### src/rtl/ssp_pkg.sv
package ssp_pkg;

   // fifo geometry, register address width and shifter width
   localparam int unsigned FIFO_W = 16;
   localparam int unsigned FIFO_D = 8;
   localparam int unsigned ADDR_W = 3;
   localparam int unsigned SH_W   = 25;

   // register word indices; byte address is four times the index
   localparam logic [2:0] REG_CTRL0 = 3'h0;
   localparam logic [2:0] REG_CTRL1 = 3'h1;
   localparam logic [2:0] REG_DATA  = 3'h2;
   localparam logic [2:0] REG_STAT  = 3'h3;
   localparam logic [2:0] REG_PRESC = 3'h4;
   localparam logic [2:0] REG_IMASK = 3'h5;
   localparam logic [2:0] REG_RIS   = 3'h6;

   // values after reset and the smallest divisor
   localparam logic [15:0] CTRL0_RST = 16'h0007;
   localparam logic [2:0]  CTRL1_RST = 3'h0;
   localparam logic [7:0]  PRESC_RST = 8'h02;
   localparam logic [7:0]  PRESC_MIN = 8'h02;
   localparam logic [1:0]  IMASK_RST = 2'h0;

   // dss field floor and message frame sizes in bits
   localparam logic [3:0] DSS_MIN = 4'h3;
   localparam logic [4:0] MSG_LEN = 5'h08;
   localparam logic [4:0] MSG_GAP = 5'h01;

   // bit positions in status and interrupt registers
   localparam int unsigned IRQ_TXE = 0;
   localparam int unsigned IRQ_RNE = 1;
   localparam int unsigned ST_TXE  = 0;
   localparam int unsigned ST_TNF  = 1;
   localparam int unsigned ST_RNE  = 2;
   localparam int unsigned ST_RFF  = 3;
   localparam int unsigned ST_BSY  = 4;

   typedef enum logic [1:0] {FMT_SPI, FMT_TI, FMT_MSG} ssp_fmt_type;

   typedef struct packed {
      logic [7:0] serial_clock_rate;
      logic       sph;
      logic       spo;
      logic [1:0] fmt;
      logic [3:0] dss;
   } ssp_ctrl0_type;

   typedef struct packed {
      logic slave;
      logic enable;
      logic loop;
   } ssp_ctrl1_type;

   typedef struct packed {
      logic drive;
      logic oe;
   } ssp_pin_type;

endpackage

### src/rtl/ssp_fifo.sv
`timescale 1ns/100ps
`default_nettype none

module ssp_fifo
   import ssp_pkg::*;
#(
   parameter int unsigned WIDTH = FIFO_W,
   parameter int unsigned DEPTH = FIFO_D
)
(
   input  wire logic                       mclk,
   input  wire logic                       rstn,
   input  wire logic                       in_valid,
   input  wire logic [WIDTH-1:0]           in_data,
   output logic                            in_ready,
   output logic                            out_valid,
   output logic [WIDTH-1:0]                out_data,
   input  wire logic                       out_ready,
   output logic [WIDTH-1:0]                stale_data,
   output logic [$clog2(DEPTH):0]          level
);

   localparam int unsigned PW = $clog2(DEPTH);

   // pointers wrap by overflow, so only powers of two are served
   if (DEPTH < 2 || (DEPTH & (DEPTH - 1)) != 0 || WIDTH < 1) begin : g_bad
      $error("ssp_fifo: DEPTH must be a power of two of at least 2");
   end

   logic [WIDTH-1:0] mem [DEPTH];
   logic [PW-1:0]    wr_q;
   logic [PW-1:0]    rd_q;
   logic [PW:0]      cnt_q;
   logic             push;
   logic             pop;

   // handshakes; a push against a full buffer is simply not taken
   assign in_ready   = cnt_q != (PW+1)'(DEPTH);
   assign out_valid  = cnt_q != '0;
   assign push       = in_valid & in_ready;
   assign pop        = out_valid & out_ready;
   assign out_data   = mem[rd_q];
   assign stale_data = mem[wr_q];
   assign level      = cnt_q;

   // entries are never cleared by a pop, so the slot under the write
   // pointer always holds the eighth most recent write, zero after reset
   for (genvar i = 0; i < DEPTH; i++) begin : g_ent
      always_ff @(posedge mclk) begin
         if (!rstn) begin
            mem[i] <= '0;
         end else if (push && wr_q == PW'(i)) begin
            mem[i] <= in_data;
         end
      end
   end

   // pointers and fill level
   always_ff @(posedge mclk) begin
      if (!rstn) begin
         wr_q  <= '0;
         rd_q  <= '0;
         cnt_q <= '0;
      end else begin
         if (push) wr_q <= wr_q + PW'(1);
         if (pop) rd_q <= rd_q + PW'(1);
         if (push && !pop) cnt_q <= cnt_q + (PW+1)'(1);
         else if (pop && !push) cnt_q <= cnt_q - (PW+1)'(1);
      end
   end
endmodule

`default_nettype wire

### src/rtl/ssp_top.sv
`timescale 1ns/100ps
`default_nettype none

module ssp_top
   import ssp_pkg::*;
#(
   parameter int unsigned DEPTH = FIFO_D
)
(
   input  wire logic              mclk,
   input  wire logic              rstn,
   input  wire logic [ADDR_W-1:0] avs_address,
   input  wire logic              avs_read,
   input  wire logic              avs_write,
   input  wire logic [31:0]       avs_writedata,
   output logic      [31:0]       avs_readdata,
   output logic                   avs_waitrequest,
   input  wire logic              serial_clock_pin_in,
   output var ssp_pin_type        serial_clock_pin_out,
   input  wire logic              frame_select_pin_in,
   output var ssp_pin_type        frame_select_pin_out,
   input  wire logic              serial_in_pin,
   output var ssp_pin_type        serial_out_pin,
   output logic                   irq
);

   typedef enum {M_IDLE, M_LEAD, M_XFER, M_TRAIL} ssp_mst_type;

   localparam int unsigned LW = $clog2(DEPTH) + 1;

   ssp_ctrl0_type    c0_q;
   ssp_ctrl1_type    c1_q;
   logic [7:0]       presc_q;
   logic [1:0]       imask_q;
   logic             ack_q;
   logic             irq_q;
   ssp_mst_type      st_q;
   logic             lead_q;
   logic [6:0]       pre_cnt_q;
   logic [7:0]       scr_cnt_q;
   logic             tgl_q;
   logic             fss_q;
   logic [SH_W-1:0]  tx_sh_q;
   logic [15:0]      rx_sh_q;
   logic [5:0]       e_q;
   logic             push_q;
   logic [2:0]       pin_s1_q;
   logic [2:0]       pin_s2_q;
   logic             sclk_p_q;
   logic             sact_q;
   logic             sdone_q;

   // bus decode
   logic             req;
   logic             acc_wr;
   logic             acc_rd;
   logic             wr_data;
   logic             rd_data;
   logic [7:0]       presc_wr;
   logic [31:0]      rd_mux;
   logic [4:0]       stat;
   logic [1:0]       ris;

   // frame shape
   ssp_fmt_type      fmt;
   logic             is_msg;
   logic             is_ti;
   logic             master;
   logic             sph_eff;
   logic             spo_eff;
   logic [3:0]       dss_eff;
   logic [4:0]       nbits;
   logic [4:0]       total;
   logic [5:0]       last_e;
   logic [15:0]      rx_mask;

   // engine events
   logic             pre_tick;
   logic             half_tick;
   logic             ev;
   logic             cap;
   logic             cap_en;
   logic             shf;
   logic             done_ev;
   logic             rx_bit;
   logic             m_start;
   logic             s_start;
   logic             load;
   logic             sclk_edge;
   logic             sclk_fall;

   // fifo ports
   logic             tx_rdy;
   logic             tx_ov;
   logic [15:0]      tx_dat;
   logic [15:0]      tx_stale;
   logic [LW-1:0]    tx_lvl;
   logic [15:0]      tx_word;
   logic [SH_W-1:0]  tx_load;
   logic             rx_rdy;
   logic             rx_ov;
   logic [15:0]      rx_dat;
   logic [LW-1:0]    rx_lvl;

   // avalon slave: every access answers in its second cycle
   assign req             = avs_read | avs_write;
   assign avs_waitrequest = req & ~ack_q;
   assign acc_wr          = avs_write & ack_q;
   assign acc_rd          = avs_read & ack_q;
   assign wr_data         = acc_wr && avs_address == REG_DATA;
   assign rd_data         = acc_rd && avs_address == REG_DATA;

   // odd or too small divisors are forced even and at least two
   assign presc_wr = (avs_writedata[7:0] < PRESC_MIN) ? PRESC_MIN
                   : {avs_writedata[7:1], 1'b0};

   // status and raw interrupt view
   assign stat[ST_TXE] = ~tx_ov;
   assign stat[ST_TNF] = tx_rdy;
   assign stat[ST_RNE] = rx_ov;
   assign stat[ST_RFF] = ~rx_rdy;
   assign stat[ST_BSY] = st_q != M_IDLE || sact_q || tx_ov;
   assign ris[IRQ_TXE] = ~tx_ov;
   assign ris[IRQ_RNE] = rx_ov;

   // read selection; unmapped words read as zero
   assign rd_mux = (avs_address == REG_CTRL0) ? {16'h0000, c0_q}
                 : (avs_address == REG_CTRL1) ? {29'h00000000, c1_q}
                 : (avs_address == REG_DATA)  ? {16'h0000, rx_dat}
                 : (avs_address == REG_STAT)  ? {27'h0000000, stat}
                 : (avs_address == REG_PRESC) ? {24'h000000, presc_q}
                 : (avs_address == REG_IMASK) ? {30'h00000000, imask_q}
                 : (avs_address == REG_RIS)   ? {30'h00000000, ris}
                 : 32'h00000000;

   // bus handshake and read capture in the first cycle of an access
   always_ff @(posedge mclk) begin
      if (!rstn) begin
         ack_q        <= 1'b0;
         avs_readdata <= 32'h00000000;
      end else begin
         ack_q <= req & ~ack_q;
         if (req && !ack_q) avs_readdata <= rd_mux;
      end
   end

   // configuration registers, written at the accepting edge
   always_ff @(posedge mclk) begin
      if (!rstn) begin
         c0_q    <= CTRL0_RST;
         c1_q    <= CTRL1_RST;
         presc_q <= PRESC_RST;
         imask_q <= IMASK_RST;
      end else if (acc_wr) begin
         case (avs_address)
            REG_CTRL0: c0_q <= avs_writedata[15:0];
            REG_CTRL1: c1_q <= avs_writedata[2:0];
            REG_PRESC: presc_q <= presc_wr;
            REG_IMASK: imask_q <= avs_writedata[1:0];
            default: ;
         endcase
      end
   end

   // single request line from every masked source
   always_ff @(posedge mclk) begin
      if (!rstn) irq_q <= 1'b0;
      else irq_q <= |(ris & imask_q);
   end
   assign irq = irq_q;

   // frame shape; sizes below four bits are raised to four
   assign fmt     = ssp_fmt_type'(c0_q.fmt);
   assign is_msg  = fmt == FMT_MSG;
   assign is_ti   = fmt == FMT_TI;
   assign master  = ~c1_q.slave;
   assign sph_eff = is_ti | (fmt == FMT_SPI & c0_q.sph);
   assign spo_eff = fmt == FMT_SPI & c0_q.spo;
   assign dss_eff = (c0_q.dss < DSS_MIN) ? DSS_MIN : c0_q.dss;
   assign nbits   = {1'b0, dss_eff} + 5'h01;
   assign total   = is_msg ? MSG_LEN + MSG_GAP + nbits : nbits;
   assign last_e  = {total, 1'b0} - 6'h01;
   assign rx_mask = 16'hFFFF >> (5'h10 - nbits);

   // two-stage divider: half period is presc/2 times (1 + rate) cycles
   assign pre_tick  = st_q != M_IDLE && pre_cnt_q == presc_q[7:1] - 7'h01;
   assign half_tick = pre_tick && scr_cnt_q == c0_q.serial_clock_rate;

   always_ff @(posedge mclk) begin
      if (!rstn || st_q == M_IDLE || pre_tick) pre_cnt_q <= 7'h00;
      else pre_cnt_q <= pre_cnt_q + 7'h01;
   end

   always_ff @(posedge mclk) begin
      if (!rstn || st_q == M_IDLE || half_tick) scr_cnt_q <= 8'h00;
      else if (pre_tick) scr_cnt_q <= scr_cnt_q + 8'h01;
   end

   // pin synchronisers: sclk, frame select, serial in
   always_ff @(posedge mclk) begin
      if (!rstn) begin
         pin_s1_q <= 3'h0;
         pin_s2_q <= 3'h0;
         sclk_p_q <= 1'b0;
      end else begin
         pin_s1_q <= {serial_in_pin, frame_select_pin_in, serial_clock_pin_in};
         pin_s2_q <= pin_s1_q;
         sclk_p_q <= pin_s2_q[0];
      end
   end

   // slave sees edges three cycles late, hence the 12x clock ratio limit
   assign sclk_edge = pin_s2_q[0] ^ sclk_p_q;
   assign sclk_fall = sclk_p_q & ~pin_s2_q[0];

   // starts: master when data waits, slave whenever the master frames
   assign m_start = master && c1_q.enable && st_q == M_IDLE && tx_ov;
   assign s_start = c1_q.slave && c1_q.enable && !sact_q
                 && (is_ti ? (sclk_fall && pin_s2_q[1])
                           : (!pin_s2_q[1] && (!sdone_q || sph_eff)));
   assign load    = m_start | s_start;

   // an empty buffer in slave mode replays the oldest stored write
   assign tx_word = tx_ov ? tx_dat : tx_stale;
   assign tx_load = is_msg ? {tx_word[7:0], 17'h00000}
                  : ({tx_word, 9'h000} << (5'h10 - nbits));

   // shared bit engine: e_q counts clock edges inside the frame
   assign ev      = master ? (st_q == M_XFER && half_tick) : (sact_q && sclk_edge);
   assign cap     = ev && (e_q[0] == sph_eff);
   assign shf     = ev && !cap && e_q != 6'h00;
   assign cap_en  = !is_msg || e_q[5:1] >= MSG_LEN + MSG_GAP;
   assign done_ev = ev && e_q == last_e;
   assign rx_bit  = c1_q.loop ? tx_sh_q[SH_W-1] : pin_s2_q[2];

   // master sequencer: lead period, data edges, trailing half period
   always_ff @(posedge mclk) begin
      if (!rstn || !c1_q.enable || !master) begin
         st_q   <= M_IDLE;
         lead_q <= 1'b0;
      end else begin
         case (st_q)
            M_IDLE: begin
               lead_q <= 1'b0;
               if (m_start) st_q <= M_LEAD;
            end
            M_LEAD: begin
               if (half_tick) begin
                  lead_q <= 1'b1;
                  if (lead_q) st_q <= M_XFER;
               end
            end
            M_XFER: begin
               if (done_ev) st_q <= M_TRAIL;
            end
            M_TRAIL: begin
               if (half_tick) st_q <= M_IDLE;
            end
            default: st_q <= M_IDLE;
         endcase
      end
   end

   // clock level rests at its idle value outside the data phase
   always_ff @(posedge mclk) begin
      if (!rstn) tgl_q <= 1'b0;
      else if (st_q != M_XFER) tgl_q <= spo_eff;
      else if (ev) tgl_q <= ~tgl_q;
   end

   // frame select: pulse before the frame, or held low across it
   always_ff @(posedge mclk) begin
      if (!rstn) fss_q <= 1'b1;
      else if (is_ti) fss_q <= st_q == M_LEAD;
      else fss_q <= !(st_q == M_LEAD || st_q == M_XFER);
   end

   // slave frame tracking; a raised select aborts the four-wire frame
   always_ff @(posedge mclk) begin
      if (!rstn || !c1_q.enable) begin
         sact_q  <= 1'b0;
         sdone_q <= 1'b0;
      end else begin
         if (s_start) sact_q <= 1'b1;
         else if (done_ev || (!is_ti && pin_s2_q[1])) sact_q <= 1'b0;
         if (pin_s2_q[1]) sdone_q <= 1'b0;
         else if (done_ev) sdone_q <= 1'b1;
      end
   end

   // transmit shifter, msb first
   always_ff @(posedge mclk) begin
      if (!rstn) tx_sh_q <= '0;
      else if (load) tx_sh_q <= tx_load;
      else if (shf) tx_sh_q <= {tx_sh_q[SH_W-2:0], 1'b0};
   end

   // receive shifter and edge counter
   always_ff @(posedge mclk) begin
      if (!rstn) begin
         rx_sh_q <= 16'h0000;
         e_q     <= 6'h00;
         push_q  <= 1'b0;
      end else begin
         if (cap && cap_en) rx_sh_q <= {rx_sh_q[14:0], rx_bit};
         if (load) e_q <= 6'h00;
         else if (ev) e_q <= e_q + 6'h01;
         push_q <= done_ev; // last capture lands first, then the load
      end
   end

   // pins; the frame-pulse format floats data between frames
   assign serial_clock_pin_out.drive = tgl_q;
   assign serial_clock_pin_out.oe    = c1_q.enable & master;
   assign frame_select_pin_out.drive = fss_q;
   assign frame_select_pin_out.oe    = c1_q.enable & master;
   assign serial_out_pin.drive       = tx_sh_q[SH_W-1];
   assign serial_out_pin.oe          = master ? c1_q.enable & (!is_ti | st_q != M_IDLE)
                                              : sact_q;

   // transmit buffer; a write to a full buffer is dropped there
   ssp_fifo #(.WIDTH(FIFO_W), .DEPTH(DEPTH)) u_txf (
      .mclk       (mclk),
      .rstn       (rstn),
      .in_valid   (wr_data),
      .in_data    (avs_writedata[15:0]),
      .in_ready   (tx_rdy),
      .out_valid  (tx_ov),
      .out_data   (tx_dat),
      .out_ready  (load),
      .stale_data (tx_stale),
      .level      (tx_lvl)
   );

   // receive buffer; a word arriving while full is lost
   ssp_fifo #(.WIDTH(FIFO_W), .DEPTH(DEPTH)) u_rxf (
      .mclk       (mclk),
      .rstn       (rstn),
      .in_valid   (push_q),
      .in_data    (rx_sh_q & rx_mask),
      .in_ready   (rx_rdy),
      .out_valid  (rx_ov),
      .out_data   (rx_dat),
      .out_ready  (rd_data),
      .stale_data (),
      .level      (rx_lvl)
   );
endmodule

`default_nettype wire

### config.mk
export PLATFORM = sky130hd
export DESIGN_NAME = ssp_top
export DESIGN_NICKNAME = d
export VERILOG_FILES = /design/src/rtl/ssp_pkg.sv /design/src/rtl/ssp_fifo.sv /design/src/rtl/ssp_top.sv
export SDC_FILE = /design/constraint.sdc
export NUM_CORES = 1
export LEC_CHECK = 0
export BUFFER_PORTS_ARGS = -buffer_cell sky130_fd_sc_hd__clkbuf_2
export CAP_MARGIN = 0
export CORE_MARGIN = 3
export CORE_UTILIZATION = 62
export CTS_BUF_LIST = sky130_fd_sc_hd__clkbuf_16
export CTS_CLUSTER_DIAMETER = 50
export DETAILED_ROUTE_END_ITERATION = 8
export PLACE_DENSITY = 0.8
export SETUP_SLACK_MARGIN = 0.4
export SYNTH_ARGS = -nofsm -noshare
export SYNTH_HDL_FRONTEND = slang
export SYNTH_SLANG_ARGS = --single-unit
### constraint.sdc
create_clock -name mclk -period 5 [get_ports mclk]
set_input_delay 0.75 -clock mclk [delete_from_list [all_inputs] [get_ports mclk]]
set_output_delay 0.75 -clock mclk [all_outputs]
set_load 0.02 [all_outputs]
==> impl_metrics.json, run 1 <==
{
  "clockPowerShare_pct": 44.3,
  "cap_violations": 0,
  "vdd_ir_drop_max_v": 0.000302,
  "period_needed_ns": 3.91,
  "num_vias": 14700,
  "synth_area_leaders": "edfxtp_1 (38%), dfxtp_1 (14%), mux4_2 (10%), mux2i_1 (5.1%), nor2_1 (5.0%)",
  "wl_per_cell_um": 24.1,
  "grt_pass1_vias": 14400,
  "final.setup.tns_ns": 0,
  "grt_max_degree": 58,
  "clock-skew-final_ns": 0.0230,
  "period_share_pct": 78.2,
  "ys_ff_latch": 399,
  "tightest_slew_ns": 1.21,
  "grt_overflow_total": 0,
  "clockBufferDepth": 3,
  "core-area_um2": 32000,
  "synth-main-ff-cell": "edfxtp_1",
  "drc_errors": 0,
  "grt_pass1_wl_um": 82900,
  "synth.distinct_cells": 79,
  "synthesis.instances": 1786,
  "holdPathStages": 2,
  "nets": 1846,
  "status": "finished, final reports clean",
  "rsz0062_at_grt": "false",
  "yosysWarnings": 0,
  "seq_area_frac_synth_pct": 51.8,
  "grt_util_met1_pct": 39.1,
  "cts_tree": "yes",
  "cp-end-kind": "flop",
  "critPathArrivalTime_ns": 4.39,
  "rows": 65,
  "initial_core_util_pct": 63.7,
  "reg2reg_depth": 10,
  "area_delta_synth_final_pct": 8.63,
  "synth.top_cell.area_share_pct": 37.7,
  "postCtsHoldBufs": 0,
  "p_switching_uw": 1650,
  "vias_per_cell": 6.57,
  "crit_fanout": 16,
  "syn_area_per_cell_um2": 11.4,
  "postRouteAntennaNets": 0,
  "fmax_ghz": 0.256,
  "routabilityCongestion": 0.909,
  "clk_pin_slew_worst_paths_ns": 0.06,
  "drive_above_1_share_pct": 14.4,
  "met3_usage_pct": 5.53,
  "seqPwrFrac_pct": 50.4,
  "grt_usage_pct": 30.3,
  "power_frac_comb_pct": 5.4,
  "grt.busiest_layer": "met2",
  "start_kind": "flop",
  "dp_slack_ns": 0.944,
  "cts_buffers": 43,
  "die_w_um": 187,
  "clock-root-buffer": "clkbuf_16",
  "fin_ws_ns": 1.09,
  "cts_max_level": 2,
  "yosys.area.top_type": "edfxtp_1",
  "synth-edff-count": 256,
  "dr.pass1.iters": 6,
  "required_ns": 5.48,
  "n_antenna_cell": 0,
  "post_cts_resized": 0,
  "io_pins": 82,
  "slew_headroom_pct": 18.9,
  "hold_viol": 0,
  "critPathKind": "flop to flop",
  "cts_setup_buffers": 0,
  "fp.dieArea_um2": 35100,
  "fp.dieH_um": 187,
  "slew_violations": 0,
  "power.leakage_uw": 0.00779,
  "antenna_found_initial": 2,
  "insertion_delay_ns": 0.55,
  "place.detailed.hpwl_um": 34400,
  "power.density_nw_per_um2": 328,
  "async_reset_ff_share_pct": 0,
  "fillers": 2221,
  "drtIter0Drc": 1893,
  "cts.sinks": 399,
  "switching_share_pct": 22.7,
  "p_int_uw": 5600,
  "io_buffers": 49,
  "wl_um": 53900,
  "min_path_type": "primary input to flop",
  "syn-cell-area_um2": 20400,
  "setup_viol": 0,
  "grt_util_met2_pct": 50.8
}
[per-stage QoR]
stage / total power, uW / hold slack [ns] / utilization, % / instance area [um2] / std cells
final: 7250 / 0.409 / 69.2 / 22100 / 2237
after CTS: 7240 / 0.396 / 69.2 / 22100 / 2237
after floorplan: 3960 / 0.412 / - / 20400 / 1801
after global placement: 4080 / 0.413 / 64.8 / 20700 / 2159
after detailed placement: 4100 / 0.421 / 64.8 / 20700 / 2159
after global routing: 7410 / 0.418 / 69.2 / 22100 / 2237
[cells in the mapped netlist, types with 4 or more instances]
cell type / number
a2111oi_0: 6
a211oi_1: 15
a21o_1: 5
a21oi_1: 42
a221o_1: 5
a22oi_1: 6
a31oi_1: 5
and2_1: 96
and3_1: 59
buf_1: 7
buf_2: 21
buf_4: 24
clkbuf_1: 92
dfxtp_1: 143
edfxtp_1: 256
ha_1: 33
inv_1: 31
mux2_2: 17
mux2i_1: 103
mux4_2: 94
nand2_1: 126
nand2b_1: 8
nand3_1: 43
nand3b_1: 4
nand4_1: 17
nor2_1: 274
nor2b_1: 12
nor3_1: 21
nor4_1: 10
o211ai_1: 19
o21ai_0: 36
o21ai_1: 9
o22ai_1: 13
or3_1: 6
or4_1: 5
xnor2_1: 35
xor2_1: 20
[worst paths after layout]
kind | slack (ns) | to | start
min reg2reg | 0.45 | pin_s2_q[0] | pin_s1_q[0]
min | 0.41 | pin_s1_q[0] | serial_clock_pin_in
max | 1.09 | st_q[0] | c0_q[3]
max reg2reg | 1.09 | st_q[0] | c0_q[3]
[flip-flops by register name (all words and copies together) (netlist names), 4 cells and up, named ones only]
register      cells
avs_readdata     16
c0_q             14
e_q               6
pre_cnt_q         7
presc_q           7
rx_sh_q          16
scr_cnt_q         8
tx_sh_q          16
u_rxf.level       4
u_rxf.mem       128
u_txf.level       4
u_txf.mem       128
[power groups by stage]
stage	clock (uW)	sequential, uW	combinational, uW
final	3210	3650	389
after floorplan	0	3710	259
after global placement	0	3710	376
after global routing	3340	3660	414
after detailed placement	0	3720	381
after CTS	3210	3650	384
[kinds of logic (layout without fill, tap and decap cells)]
family	count (synthesis)	after routing	synth area share, %
buf+inv	181	182	3.99
mux	215	215	16.5
compound gates	206	206	6.92
fa+ha+maj	35	35	2.22
flops	399	399	51.8
other cells	1	16	0.0184
xor+xnor	56	56	2.48
simple gates	693	693	16.1
[layout by cell type (no fill, tap or decap), drive strengths merged, types with 4 or more instances in the layout]
cell	netlist	routed
a211oi	16	16
o21bai	4	4
nor2	274	274
xor2	20	20
o21ai	45	45
buf	54	21
dfxtp	143	143
mux2	18	18
xnor2	35	35
nor3	21	21
mux2i	103	103
a21oi	42	42
nand2	127	127
a22oi	6	6
clkinvlp	0	5
inv	32	45
a2111oi	7	7
a21o	5	5
nor2b	12	12
a31oi	5	5
conb	1	16
o211ai	19	19
and2	97	97
nand4	17	17
nand3b	4	4
clkbuf	93	93
and3	59	59
or3	6	6
nor4	10	10
nand3	43	43
mux4	94	94
clkinv	2	13
a221o	5	5
edfxtp	256	256
bufinv	0	5
o22ai	13	13
or4	5	5
nand2b	8	8
ha	33	33
[critical path, stage by stage, from the launching register on]
cell and delay [ns]:
dfxtp_1 0.52, o21bai_2 0.76, ha_1 0.46, xor2_1 0.30, xor2_1 0.40, nor2b_1 0.19, and4b_1 0.21, a311o_1 0.14
o221ai_1 0.17, or4_1 0.53, a21oi_1 0.14
[metal layers]
layer,vias up,routed length [um]
met2,862,26100
met4,4,2490
met5,-,37
met1,7177,20000
li1,6458,-
met3,189,5250
[final cells by class]
type | count | area, um2 | share of cell area [%]
Clock buffer | 44 | 1100 | 4.98
Clock inverter | 34 | 323 | 1.46
Inverter | 34 | 128 | 0.577
Multi-Input combinational cell | 1221 | 9070 | 41.0
Sequential cell | 399 | 10600 | 47.7
Tap cell | 435 | 544 | 2.46
Timing Repair Buffer | 70 | 403 | 1.82
Note: power is estimated with default switching activity, not from simulation.
==> run 2, diff against run 1 <==
--- a/config.mk
+++ b/config.mk
@@ -5,6 +5,7 @@
 export SDC_FILE = /design/constraint.sdc
 export NUM_CORES = 1
 export LEC_CHECK = 0
+export ABC_AREA = 1
 export BUFFER_PORTS_ARGS = -buffer_cell sky130_fd_sc_hd__clkbuf_2
 export CAP_MARGIN = 0
 export CORE_MARGIN = 3
==> constraint.sdc (replaced) <==
create_clock -name mclk -period 3.6 [get_ports mclk]
set_input_delay 0.54 -clock mclk [delete_from_list [all_inputs] [get_ports mclk]]
set_output_delay 0.54 -clock mclk [all_outputs]
set_load 0.02 [all_outputs]
==> impl_metrics.json, run 2 <==
{
  "seqPwrFrac_pct": 49.2,
  "required_ns": 4.06,
  "antenna_found_initial": 1,
  "grt_overflow_total": 0,
  "synth.top_cell.area_share_pct": 37.5,
  "synth_common_cells": "nand2_1 (532), nor2_1 (416), nand3_1 (362), edfxtp_1 (256), o21ai_0 (162)",
  "critPathArrivalTime_ns": 3.44,
  "area_delta_synth_final_pct": 10.1,
  "dr.pass1.iters": 6,
  "final.setup.tns_ns": 0,
  "r2r_slack_ns": 0.63,
  "io_buffers": 49,
  "mostFrequentLayoutCells": "nand2_1 (532), nor2_1 (413), nand3_1 (362)",
  "clk_pin_slew_worst_paths_ns": 0.07,
  "p_switching_uw": 2490,
  "io_pins": 82,
  "routabilityCongestion": 0.951,
  "rows": 65,
  "power.density_nw_per_um2": 454,
  "cp-end-kind": "flop",
  "synth_area_leaders": "edfxtp_1 (38%), dfxtp_1 (14%), nand2_1 (9.7%), nand3_1 (8.8%), nor2_1 (7.6%)",
  "finalCoreUtilization_pct": 70.4,
  "seq_area_frac_synth_pct": 51.5,
  "insertion_delay_ns": 0.58,
  "clockBufferDepth": 3,
  "crit_fanout": 4,
  "fmax_ghz": 0.336,
  "grt_pass1_vias": 17700,
  "clock-root-buffer": "clkbuf_16",
  "vdd_ir_drop_max_v": 0.000409,
  "vias_per_cell": 6.22,
  "core-area_um2": 32000,
  "grt_pass1_wl_um": 95200,
  "cts_buffers": 45,
  "wl_per_cell_um": 20.4,
  "min_path_type": "primary input to flop",
  "grt_max_degree": 89,
  "grt_usage_pct": 34.1,
  "setup_viol": 0,
  "synthesis.instances": 2518,
  "async_reset_ff_share_pct": 0,
  "layout_commonest_cell": "nand2_1",
  "cts_max_level": 2,
  "yosys.area.top_type": "edfxtp_1",
  "reg.largest.list": "u_rxf.mem (128), u_txf.mem (128)",
  "clockPowerShare_pct": 44.8,
  "rsz0062_at_grt": "false",
  "period_needed_ns": 2.97,
  "wl_um": 61000,
  "ys_ff_latch": 399,
  "hold_viol": 0,
  "num_vias": 18700,
  "die_w_um": 188,
  "initial_core_util_pct": 63.9,
  "drive_above_1_share_pct": 9.09,
  "slew_headroom_pct": 36.0,
  "postCtsHoldBufs": 0,
  "slew_violations": 0,
  "synth.distinct_cells": 56,
  "p_int_uw": 7750,
  "holdWs_ns": 0.145,
  "syn-cell-area_um2": 20500,
  "tightest_slew_ns": 0.957,
  "cap_violations": 0,
  "postRouteAntennaNets": 0,
  "drtIter0Drc": 2658,
  "critPathKind": "flop to flop",
  "cts_tree": "yes",
  "yosysWarnings": 0,
  "cts.sinks": 399,
  "period_share_pct": 82.6,
  "power.leakage_uw": 0.00897,
  "place.detailed.hpwl_um": 39100,
  "clock-skew-final_ns": 0.0286,
  "fp.dieArea_um2": 35300,
  "start_kind": "flop",
  "switching_share_pct": 24.3,
  "yosysMostFrequentCell": "nand2_1",
  "nets": 2604,
  "n_antenna_cell": 0,
  "power_frac_comb_pct": 6.0,
  "synth-edff-count": 256,
  "synth-main-ff-cell": "edfxtp_1",
  "drc_errors": 0,
  "syn_area_per_cell_um2": 8.14,
  "fp.dieH_um": 188,
  "status": "finished, final reports clean"
}
[run 2: final cells by class]
| class | instances | area (um2) |
|---|---|---|
| flip-flops and latches | 399 | 10600 |
| repair buffers | 107 | 696 |
| fillers | 2519 | 9490 |
| clock inverters | 39 | 367 |
| clock buffers | 45 | 1130 |
| well taps | 435 | 544 |
| inverters | 156 | 588 |
| multi-input cells | 1818 | 8680 |
[run 2: cell families after synthesis]
| logic type | count (synthesis) | share of synthesized area [%] |
|---|---|---|
| AND/OR/NAND/NOR | 1397 | 29.3 |
| flip-flops | 399 | 51.5 |
| adder cells (fa/ha/maj) | 35 | 2.21 |
| buffers and inverters | 316 | 6.63 |
| AO/OA/AOI/OAI | 353 | 9.63 |
| other | 1 | 0.0183 |
| XOR/XNOR | 16 | 0.684 |
| multiplexers | 1 | 0.0489 |
[run 2: timing repair]
| item | in CTS | in global routing |
|---|---|---|
| endpoints found under the setup margin | 1 | 1 |
| buffers inserted | 0 | 1 |
| pin swaps | 0 | 1 |
| resized for setup | 2 | 3 |
[run 2: power by group through the flow]
stage          Sequential (uW)  Clock (uW)  Combinational [uW]
2_1_floorplan             5140           0                 381
3_3_place_gp              5130           0                 580
3_5_place_dp              5140           0                 592
4_1_cts                   5040        4590                 597
5_1_grt                   5050        4800                 663
6_report                  5040        4590                 613
[run 2: worst paths after layout]
kind                                           from             end  depth (start not counted)
worst max register to register       u_txf.level[0]  u_txf.level[3]                         18
worst min-delay path            frame_select_pin_in     pin_s1_q[1]                          3
worst min register to register          pin_s1_q[0]     pin_s2_q[0]                          2
worst max-delay path                 u_txf.level[0]  u_txf.level[3]                         18
[run 2: per-stage QoR]
step	setup slack [ns]	std cells	instance area (um2)	power (uW)
final	0.625	2999	22600	10200
after CTS	0.425	2998	22500	10200
after global routing	0.401	2999	22600	10500
after floorplan	0.484	2533	20500	5520
after detailed placement	0.428	2914	21000	5730
after global placement	0.530	2914	21000	5710
[run 2: metal layers]
layer | up-vias | track usage, % | wire [um]
met5 | - | 0 | 13
met4 | 2 | 15.2 | 2570
met3 | 177 | 5.20 | 7550
met2 | 1231 | 53.5 | 27500
met1 | 8750 | 47.2 | 23400
li1 | 8504 | - | -
[run 2: worst max-delay path: stages (launching register included)]
cell and delay (ns):
dfxtp_1 0.35, or2_1 0.29, nor2_1 0.14, nand2_2 0.09, nand3_1 0.09, nand2_1 0.11, inv_1 0.13, nor2_4 0.05
inv_1 0.08, ha_1 0.21, inv_1 0.11, ha_1 0.34, and3_1 0.20, a211oi_2 0.22, nor2_1 0.09, nor2_1 0.09
nand2_1 0.07, o21ai_0 0.15, a21oi_1 0.05
